**src/dma_evt_pkg.sv**
```systemverilog
// Package: register map, field positions and reset values of the DMA
// channel event and interrupt control block.
// Assumes a 32-bit register port with word addresses held in a byte offset.
package dma_evt_pkg;
    // ****************************************************************
    // Register offsets.
    // ****************************************************************
    localparam logic [7:0] OFS_EVENT_CTRL = 8'h00;
    localparam logic [7:0] OFS_INT_CTRL   = 8'h04;
    localparam logic [7:0] OFS_CHAN_CTRL  = 8'h08;
    localparam logic [7:0] OFS_PROGRESS   = 8'h0c;

    // ****************************************************************
    // Event control fields.
    // ****************************************************************
    localparam int ABORT_SEL_LSB  = 16;
    localparam int START_SEL_LSB  = 8;
    localparam int FORCE_BIT      = 7;
    localparam int ABORT_CMD_BIT  = 6;
    localparam int PAT_EN_BIT     = 5;
    localparam int START_EN_BIT   = 4;
    localparam int ABORT_EN_BIT   = 3;
    localparam logic [7:0] SEL_RESET = 8'hff;

    // ****************************************************************
    // Interrupt control fields: enables in 23:16, flags in 7:0.
    // ****************************************************************
    localparam int IE_LSB          = 16;
    localparam int EV_SRC_DONE     = 7;
    localparam int EV_SRC_HALF     = 6;
    localparam int EV_DST_DONE     = 5;
    localparam int EV_DST_HALF     = 4;
    localparam int EV_BLOCK_DONE   = 3;
    localparam int EV_CELL_DONE    = 2;
    localparam int EV_XFER_ABORT   = 1;
    localparam int EV_ADDR_ERROR   = 0;

    // Channel control register: channel_on in bit 7.
    localparam int CHAN_ON_BIT = 7;
endpackage : dma_evt_pkg

```
**src/dma_channel_event_irq_control.sv**
```systemverilog
// Module: per-channel event and interrupt control of a DMA controller.
// Assumes the transfer engine reports pointer and count events as pulses
// and irq_lines carries the system interrupt request levels.
`timescale 1ns/1ps
`default_nettype none
module dma_channel_event_irq_control (
    // Clock and reset.
    input  wire logic        ref_clk,
    input  wire logic        rst_n,
    // Register port.
    input  wire logic [7:0]  reg_addr,
    input  wire logic [31:0] reg_wdata,
    input  wire logic        reg_wr,
    input  wire logic        reg_rd,
    output logic      [31:0] reg_rdata,
    // System interrupt request lines.
    input  wire logic [255:0] irq_lines,
    // Transfer engine progress.
    input  wire logic [15:0] source_pointer,
    input  wire logic [15:0] source_size,
    input  wire logic [15:0] destination_pointer,
    input  wire logic [15:0] destination_size,
    input  wire logic        cell_done_evt,
    input  wire logic        block_done_evt,
    input  wire logic        pattern_match,
    input  wire logic        addr_error_evt,
    // Commands to the transfer engine, and the channel interrupt request.
    output logic             xfer_start,
    output logic             xfer_abort,
    output logic             channel_on,
    output logic             chan_irq
);

    // ****************************************************************
    // Reset release.
    // ****************************************************************
    logic rst_meta_ff;
    logic rst_sync_ff;

    // Two stages release the asynchronous reset cleanly.
    always_ff @(posedge ref_clk or negedge rst_n) begin
        if (!rst_n) begin
            rst_meta_ff <= 1'b0;
            rst_sync_ff <= 1'b0;
        end else begin
            rst_meta_ff <= 1'b1;
            rst_sync_ff <= rst_meta_ff;
        end
    end

    // ****************************************************************
    // Registers.
    // ****************************************************************
    logic [7:0]  abort_irq_select_ff;
    logic [7:0]  start_irq_select_ff;
    logic        pattern_abort_enable_ff;
    logic        start_on_irq_enable_ff;
    logic        abort_on_irq_enable_ff;
    logic [7:0]  ie_ff;
    logic [7:0]  flag_ff;
    logic        channel_on_ff;
    logic        xfer_start_ff;
    logic        xfer_abort_ff;
    logic [31:0] rdata_ff;
    logic [15:0] src_ptr_ff;
    logic [15:0] dst_ptr_ff;

    // Address decode.
    wire wr_event = reg_wr && (reg_addr == dma_evt_pkg::OFS_EVENT_CTRL);
    wire wr_int   = reg_wr && (reg_addr == dma_evt_pkg::OFS_INT_CTRL);
    wire wr_chan  = reg_wr && (reg_addr == dma_evt_pkg::OFS_CHAN_CTRL);

    // Interrupt selection; an irq fires on its rising edge.
    logic [255:0] irq_prev_ff;
    wire  [255:0] irq_rise    = irq_lines & ~irq_prev_ff;
    wire          start_hit   = irq_rise[start_irq_select_ff];
    wire          abort_hit   = irq_rise[abort_irq_select_ff];
    wire          start_irq_go = start_hit && start_on_irq_enable_ff;
    wire          abort_irq_go = abort_hit && abort_on_irq_enable_ff;
    wire          force_go    = wr_event && reg_wdata[dma_evt_pkg::FORCE_BIT];
    wire          cmd_abort   = wr_event && reg_wdata[dma_evt_pkg::ABORT_CMD_BIT];
    wire          pat_go      = pattern_match && pattern_abort_enable_ff;
    wire          abort_any   = abort_irq_go || cmd_abort || pat_go;
    wire          start_any   = (start_irq_go || force_go) && !abort_any;

    // Pointer threshold crossings: equality reached this cycle only.
    wire src_done_hit = (source_pointer == source_size) &&
                        (src_ptr_ff != source_size);
    wire src_half_hit = (source_pointer == {1'b0, source_size[15:1]}) &&
                        (src_ptr_ff != {1'b0, source_size[15:1]});
    wire dst_done_hit = (destination_pointer == destination_size) &&
                        (dst_ptr_ff != destination_size);
    wire dst_half_hit = (destination_pointer == {1'b0, destination_size[15:1]}) &&
                        (dst_ptr_ff != {1'b0, destination_size[15:1]});

    // Hardware set vector in event order.
    wire [7:0] flag_set = {src_done_hit, src_half_hit, dst_done_hit, dst_half_hit,
                           block_done_evt || pattern_match,
                           cell_done_evt,
                           abort_irq_go,
                           addr_error_evt};

    // Flags clear on a written zero and hold on a written one; a hardware set
    // in the same cycle wins, so an event that lands on a clear is never lost.
    wire [7:0] nxt_flag;
    for (genvar g = 0; g < 8; g++) begin : g_flag
        // Each flag keeps its state unless software writes a zero into it.
        wire keep_bit = flag_ff[g] && !(wr_int && !reg_wdata[g]);
        assign nxt_flag[g] = flag_set[g] || keep_bit;
    end

    // Channel enable: software sets it, pattern abort clears it.
    wire nxt_channel_on = pat_go ? 1'b0 :
                          (wr_chan ? reg_wdata[dma_evt_pkg::CHAN_ON_BIT] : channel_on_ff);

    // Read multiplexer; unmapped offsets read zero.
    wire [31:0] event_word = {8'h00, abort_irq_select_ff, start_irq_select_ff,
                              2'b00, pattern_abort_enable_ff, start_on_irq_enable_ff,
                              abort_on_irq_enable_ff, 3'b000};
    wire [31:0] int_word   = {8'h00, ie_ff, 8'h00, flag_ff};
    wire [31:0] nxt_rdata  =
        !reg_rd ? 32'h0000_0000 :
        (reg_addr == dma_evt_pkg::OFS_EVENT_CTRL) ? event_word :
        (reg_addr == dma_evt_pkg::OFS_INT_CTRL)   ? int_word :
        (reg_addr == dma_evt_pkg::OFS_CHAN_CTRL)  ? {24'h000000, channel_on_ff, 7'h00} :
        (reg_addr == dma_evt_pkg::OFS_PROGRESS)   ? {dst_ptr_ff, src_ptr_ff} : 32'h0000_0000;

    // ****************************************************************
    // Event control register.
    // ****************************************************************
    always_ff @(posedge ref_clk or negedge rst_sync_ff) begin
        if (!rst_sync_ff) begin
            abort_irq_select_ff     <= dma_evt_pkg::SEL_RESET;
            start_irq_select_ff     <= dma_evt_pkg::SEL_RESET;
            pattern_abort_enable_ff <= 1'b0;
            start_on_irq_enable_ff  <= 1'b0;
            abort_on_irq_enable_ff  <= 1'b0;
        end else if (wr_event) begin
            abort_irq_select_ff     <= reg_wdata[dma_evt_pkg::ABORT_SEL_LSB +: 8];
            start_irq_select_ff     <= reg_wdata[dma_evt_pkg::START_SEL_LSB +: 8];
            pattern_abort_enable_ff <= reg_wdata[dma_evt_pkg::PAT_EN_BIT];
            start_on_irq_enable_ff  <= reg_wdata[dma_evt_pkg::START_EN_BIT];
            abort_on_irq_enable_ff  <= reg_wdata[dma_evt_pkg::ABORT_EN_BIT];
        end
    end

    // ****************************************************************
    // Interrupt control, channel enable, commands and read data.
    // ****************************************************************
    always_ff @(posedge ref_clk or negedge rst_sync_ff) begin
        if (!rst_sync_ff) begin
            ie_ff         <= 8'h00;
            flag_ff       <= 8'h00;
            channel_on_ff <= 1'b0;
            xfer_start_ff <= 1'b0;
            xfer_abort_ff <= 1'b0;
            rdata_ff      <= 32'h0000_0000;
        end else begin
            if (wr_int) begin
                ie_ff <= reg_wdata[dma_evt_pkg::IE_LSB +: 8];
            end
            flag_ff       <= nxt_flag;
            channel_on_ff <= nxt_channel_on;
            xfer_start_ff <= start_any;
            xfer_abort_ff <= abort_any;
            rdata_ff      <= nxt_rdata;
        end
    end

    // Previous values for edge and crossing detection.
    always_ff @(posedge ref_clk or negedge rst_sync_ff) begin
        if (!rst_sync_ff) begin
            irq_prev_ff <= '0;
            src_ptr_ff  <= 16'h0000;
            dst_ptr_ff  <= 16'h0000;
        end else begin
            irq_prev_ff <= irq_lines;
            src_ptr_ff  <= source_pointer;
            dst_ptr_ff  <= destination_pointer;
        end
    end

    // Outputs.
    assign reg_rdata  = rdata_ff;
    assign xfer_start = xfer_start_ff;
    assign xfer_abort = xfer_abort_ff;
    assign channel_on = channel_on_ff;
    assign chan_irq   = |(flag_ff & ie_ff);
endmodule : dma_channel_event_irq_control
`default_nettype wire

```
**config.mk**
```make
export PLATFORM = sky130hd
export DESIGN_NAME = dma_channel_event_irq_control
export DESIGN_NICKNAME = d
export VERILOG_FILES = /design/src/dma_evt_pkg.sv /design/src/dma_channel_event_irq_control.sv
export SDC_FILE = /design/constraint.sdc
export NUM_CORES = 1
export LEC_CHECK = 0
export BUFFER_PORTS_ARGS = -buffer_cell sky130_fd_sc_hd__buf_4
export CAP_MARGIN = 0
export CORE_MARGIN = 2
export CORE_UTILIZATION = 46
export DETAILED_ROUTE_END_ITERATION = 7
export GPL_ROUTABILITY_DRIVEN = 0
export HOLD_SLACK_MARGIN = 0.08
export PLACE_DENSITY = 0.67
export SLEW_MARGIN = 20
export SYNTH_ARGS = -nofsm -noshare
export SYNTH_HDL_FRONTEND = slang
export SYNTH_SLANG_ARGS = --single-unit
```
**constraint.sdc**
```tcl
create_clock -name ref_clk -period 12.12 [get_ports ref_clk]
set_clock_uncertainty 0.2 [all_clocks]
set_input_delay 1.212 -clock ref_clk [delete_from_list [all_inputs] [get_ports ref_clk]]
set_output_delay 1.212 -clock ref_clk [all_outputs]
set_load 0.03 [all_outputs]
```
==> results_dict.tcl, run 1 <==
set metrics [dict create \
    arrival_ns 4.35 \
    cpMaxStageDelayCell "a2111oi_0" \
    clockPowerShare_pct 42.0 \
    grt_max_degree 174 \
    critical_path_buf_inv_count 1 \
    cts_root_buffer "clkbuf_16" \
    hold_ws_ns 0.162 \
    tightest_slew_ns 1.06 \
    die_width_microns 199 \
    mostFrequentLayoutCell "buf_4" \
    final.setup.tns_ns 0 \
    core_region_area_sq_um 37600 \
    worstPathMaxFanout 30 \
    dieArea_sq_um 39600 \
    post-place-ws_ns 7.60 \
    worstSetupPathType "reg -> reg" \
    finalMaxSlewViolations 0 \
    crit_chain "buf_4 > nor2b_1 > o211a_2 > a2111oi_0 > a2111oi_0 > o2bb2ai_1 > nor4_1 > a31o_1 > a21bo_1" \
    ctsResizeCount 0 \
    ant_nets 0 \
    yosysTopAreaCellShare_pct 49.2 \
    setup_slack_ns 8.00 \
    clock-sinks 360 \
    p_leak_nw 9.64 \
    worst_skew_pair.late_latency_ns 0.56 \
    final_cells 2333 \
    cts_buffers 41 \
    clockBufferDepth 3 \
    slew_headroom_pct 29.2 \
    synth_enable_flop_cells 0 \
    critical_path_required_ns 12.35 \
    fin_crit_ns 4.12 \
    grt_antenna_before_repair 7 \
    grt_pass1_vias 14200 \
    dp.cells 2257 \
    n_fill_cell 3157 \
    netlist_instances 1408 \
    nets 2157 \
    placementRows 71 \
    p_int_mw 2.19 \
    io_buffers 395 \
    slowest_delay_ns 0.82 \
    synth.avg_cell_area_sq_um 12.4 \
    grt.total_usage_pct 28.7 \
    post-cts-setup-buffers 0 \
    num_vias 13300 \
    dpl.hpwl_microns 41100 \
    remaining_drc_errors 0 \
    wire_per_inst_microns 24.0 \
    power_density_nw_per_um2 131 \
    ys_seq_elements 360 \
    grt_pass1_wl_microns 84000 \
    combinationalPowerShare_pct 13.5 \
    async_reset_ff_share_pct 100 \
    fmaxAchievable_ghz 0.243 \
    regToRegSetupSlack_ns 8.00 \
    die_height_microns 199 \
    setup_viol_count_final 0 \
    initial_core_util_pct 46.5 \
    ctsHoldBuffers 0 \
    ir_drop_mv 0.110 \
    finalHoldViolCount 0 \
    fin_area_sq_um 22200 \
    overflow 0 \
    start_kind "flop" \
    h-tree-depth 2 \
    p_switching_mw 0.729 \
    dr.pass1.iters 5 \
    place_area_sq_um 20900 \
    cp_top_family "compound AO/OA/AOI/OAI gates" \
    synth_area_leader_cell "dfrtp_1" \
    ios 404 \
    period_share_pct 34.0 \
    maxCapViolCount 0 \
    layout_common_cells "buf_4 (406), dfrtp_1 (343), nand2b_1 (178)" \
    netlist_area_sq_um 17500 \
    clk_pin_slew_worst_paths_ns 0.06 \
    wl_microns 56000 \
    synthesis.nets 1776 \
    ys_warn_count 0 \
    area_growth_pct 27.1 \
    first_iter_violations 863 \
    hold_path_class "reg -> reg" \
    cpMostUsedCell "a2111oi_0" \
    ys_seq_area_share_pct 51.6 \
    status "completed" \
    drive_gt1_share_pct 32.1 \
    vias_per_cell 5.70 \
    swShare_pct 25.0 \
    synth_cell_types 72 \
    seqPwrFrac_pct 44.5 \
    ys.flop_type "dfrtp_1" \
    worst_setup_path_end_kind "flop" \
    power_mw 2.92 \
    ys_top_cells_by_area "dfrtp_1 (49%), mux4_2 (11%), nand2b_1 (6.4%)" \
    utilization_pct 59.1 \
    rsz0062_at_grt "no" \
    cts_tree "built" \
]
[metal layers]
metal	share of wire [%]	global-route usage [%]	vias to the layer above
li1	-	-	5969
met1	41	37.9	6699
met2	49	46.9	511
met3	7.5	5.85	109
met4	3.0	11.3	2
met5	0.018	0	-
[synthesized netlist by cell type (4+ instances only)]
master,count
dfrtp_1,344
nand2b_1,178
mux4_2,82
xor2_1,68
xnor2_1,56
nor2b_1,46
clkbuf_1,45
nand2_1,43
nand3b_1,41
nor2_1,39
inv_1,35
o311ai_0,29
nor4_1,24
o21ai_0,24
o22ai_1,23
nand4_1,21
nor3b_1,21
mux2i_1,20
mux2_1,19
a211oi_1,18
dfstp_2,16
a22oi_1,14
a2111oi_0,12
a311oi_1,11
and3_1,11
nor3_1,11
a21oi_1,10
a31oi_1,10
buf_1,10
buf_2,10
mux2_2,10
o221ai_1,9
a41oi_1,7
o211ai_1,7
inv_2,5
mux4_1,5
nand3_1,4
nor4b_1,4
nor4bb_1,4
o311ai_1,4
o31ai_1,4
or4_1,4
[state kept, by name, summed over array words and instances (netlist names), 8 cells and up]
signal               cells
start_irq_select_ff      8
dst_ptr_ff              16
flag_ff                  8
src_ptr_ff              16
irq_prev_ff            256
reg_rdata               32
ie_ff                    8
abort_irq_select_ff      8
[power by group through the flow]
| stage | combinational (mW) | clock, mW | sequential, mW |
|---|---|---|---|
| after CTS | 0.396 | 1.24 | 1.30 |
| after global placement | 0.388 | 0 | 1.32 |
| after global routing | 0.427 | 1.30 | 1.30 |
| after floorplan | 0.197 | 0 | 1.32 |
| final | 0.394 | 1.22 | 1.30 |
| after detailed placement | 0.394 | 0 | 1.32 |
[path summary, 6_finish.rpt]
kind	from	end	cells after the start
setup / recovery	abort_irq_select_ff[1]	flag_ff[1]	9
min in group asynchronous	rst_sync_ff	irq_prev_ff[139]	0
setup reg to reg	abort_irq_select_ff[1]	flag_ff[1]	9
hold reg to reg	rst_meta_ff	rst_sync_ff	0
max in group asynchronous	rst_sync_ff	irq_prev_ff[122]	2
hold / removal	rst_meta_ff	rst_sync_ff	0
[logic make-up after synthesis]
logic type                count (synthesis)  share of synthesized area [%]
DFF                                     360                           51.6
other                                     1                         0.0215
buffers and inverters                   110                           2.56
and+or+nand+nor                         467                           16.2
muxes                                   136                           14.3
xor gates and xnor gates                124                           6.21
AOI/OAI and AO/OA                       210                           9.03
[layout make-up]
cell class | instances | area, sq um | share of cell area, %
Multi-Input combinational cell | 938 | 8010 | 36.0
Clock buffer | 60 | 1170 | 5.25
Antenna cell | 6 | 15.0 | 0.0676
Timing Repair Buffer | 407 | 3070 | 13.8
Sequential cell | 360 | 9030 | 40.7
Inverter | 41 | 156 | 0.704
Tap cell | 511 | 639 | 2.88
Clock inverter | 10 | 131 | 0.591
Note: power is estimated with default switching activity, not from simulation.
==> inputs of run 2 (changes only) <==
- clock period: 12.12 -> 3.8 ns (I/O delays scaled with it)
==> results_dict.tcl, run 2 (synthesis gave the netlist of run 1 again) <==
set metrics [dict create \
    grt_pass1_wl_microns 94200 \
    place_area_sq_um 21100 \
    clock-sinks 360 \
    layout_common_cells "buf_4 (417), dfrtp_1 (343), dlygate4sd3_1 (324)" \
    dieArea_sq_um 39600 \
    post-cts-setup-buffers 0 \
    grt.busiest_layer "met2" \
    die_width_microns 199 \
    remaining_drc_errors 0 \
    cp_top_family "compound AO/OA/AOI/OAI gates" \
    fin_area_sq_um 25800 \
    maxCapViolCount 0 \
    cpMaxStageDelayCell "a2111oi_0" \
    mostFrequentLayoutCell "buf_4" \
    fmaxAchievable_ghz 0.283 \
    worstSetupPathType "reg -> reg" \
    fin_crit_ns 3.53 \
    worstPathMaxFanout 79 \
    nets 2498 \
    use_met1_pct 41.0 \
    top_register "irq_prev_ff" \
    final.setup.tns_ns 0 \
    slowest_delay_ns 0.78 \
    grt_antenna_before_repair 9 \
    tightest_slew_ns 0.876 \
    drive_gt1_share_pct 28.2 \
    io_buffers 395 \
    num_vias 15100 \
    status "completed" \
    dr.pass1.iters 5 \
    ctsResizeCount 0 \
    power_density_nw_per_um2 386 \
    placementRows 71 \
    grt_max_degree 85 \
    largest_register_ffs 256 \
    arrival_ns 3.78 \
    start_kind "flop" \
    crit_chain "buf_12 > nor3b_1 > a311oi_1 > a2111oi_0 > a2111oi_0 > buf_4 > o2bb2ai_1 > nor4_1 > a31o_1 > a21bo_1" \
    ant_nets 0 \
    critical_path_buf_inv_count 2 \
    cpMostUsedCell "a2111oi_0" \
    clk_pin_slew_worst_paths_ns 0.06 \
    worst_setup_path_end_kind "flop" \
    dpl.hpwl_microns 42000 \
    met3_usage_pct 6.26 \
    finalHoldViolCount 0 \
    wire_per_inst_microns 23.2 \
    wl_microns 62200 \
    core_region_area_sq_um 37600 \
    clockBufferDepth 3 \
    hold_path_class "in -> reg" \
    grt.total_usage_pct 31.8 \
    initial_core_util_pct 46.5 \
    h-tree-depth 2 \
    overflow 0 \
    p_leak_nw 11.2 \
    cts_root_buffer "clkbuf_16" \
    critical_path_required_ns 4.05 \
    cts_buffers 41 \
    finalMaxSlewViolations 0 \
    use_met2_pct 53.5 \
    period_share_pct 93.0 \
    slew_headroom_pct 41.3 \
    die_height_microns 199 \
    area_growth_pct 47.7 \
    first_iter_violations 1065 \
    vias_per_cell 5.61 \
    cts_tree "built" \
    grt_pass1_vias 16100 \
    ir_drop_mv 0.365 \
    ios 404 \
    worst_skew_pair.late_latency_ns 0.56 \
    rsz0062_at_grt "no" \
    setup_viol_count_final 0 \
]
-- run 2: cell types whose count changed in the layout (fill, tap and decap cells not counted), sizes merged --
cell,before,now
clkinvlp,1,2
dlygate4sd3,0,324
bufinv,3,5
clkbuf,60,61
clkinv,5,7
buf,407,424
diode,6,9
-- run 2: per-stage QoR --
stage	worst slack (ns)	instances	hold slack (ns)	util [%]	total power, mW
2_1_floorplan	0.0566	1408	-0.116	-	4.82
6_report	0.266	2683	0.121	68.7	9.98
3_3_place_gp	0.307	2274	-0.0372	56.2	5.47
4_1_cts	0.340	2674	0.0912	68.6	10.0
5_1_grt	0.218	2681	0.137	68.7	10.3
3_5_place_dp	0.356	2274	-0.0363	56.2	5.49
-- run 2: final timing paths --
| path | from | endpoint | slack [ns] | depth (start not counted) |
|---|---|---|---|---|
| max | abort_irq_select_ff[0] | flag_ff[1] | 0.27 | 10 |
| min | reg_wr | xfer_start | 0.12 | 4 |
| max reg2reg | abort_irq_select_ff[0] | flag_ff[1] | 0.27 | 10 |
| min reg2reg | rst_meta_ff | rst_sync_ff | 0.15 | 0 |
| max in group asynchronous | rst_sync_ff | reg_rdata[2] | 2.09 | 1 |
| min in group asynchronous | rst_sync_ff | irq_prev_ff[139] | 0.20 | 0 |
-- run 2: per-layer routing --
| metal | vias up | wire length, microns | share of wire [%] |
|---|---|---|---|
| met4 | 4 | 1910 | 3.1 |
| met5 | - | 27 | 0.043 |
| met3 | 135 | 4230 | 6.8 |
| met1 | 7567 | 25100 | 40 |
| li1 | 6662 | - | - |
| met2 | 696 | 30900 | 50 |
-- run 2: power breakdown --
part	total [mW]	switching, mW	internal (mW)	leakage [nW]
logic	1.61	0.732	0.873	6.18
clock network	4.25	1.66	2.59	0.708
registers	4.13	0.109	4.02	4.28
-- run 2: cell type report --
cell class	instances	area (sq um)
clock inverters	15	213
repair buffers	748	6510
well taps	511	639
inverters	41	156
flip-flops and latches	360	9030
clock buffers	61	1230
fillers	2669	11800
multi-input cells	938	8010
diodes	9	22.5
-- run 2: repair_timing --
action	in CTS	in global routing
endpoints found under the setup margin	0	0
hold buffers	324	0
hold endpoints to repair	356	0
-- run 2: worst min-delay path: stages --
cell and delay [ns]:
buf_4 0.11, a32oi_1 0.18, o31ai_1 0.12, a21oi_1 0.04
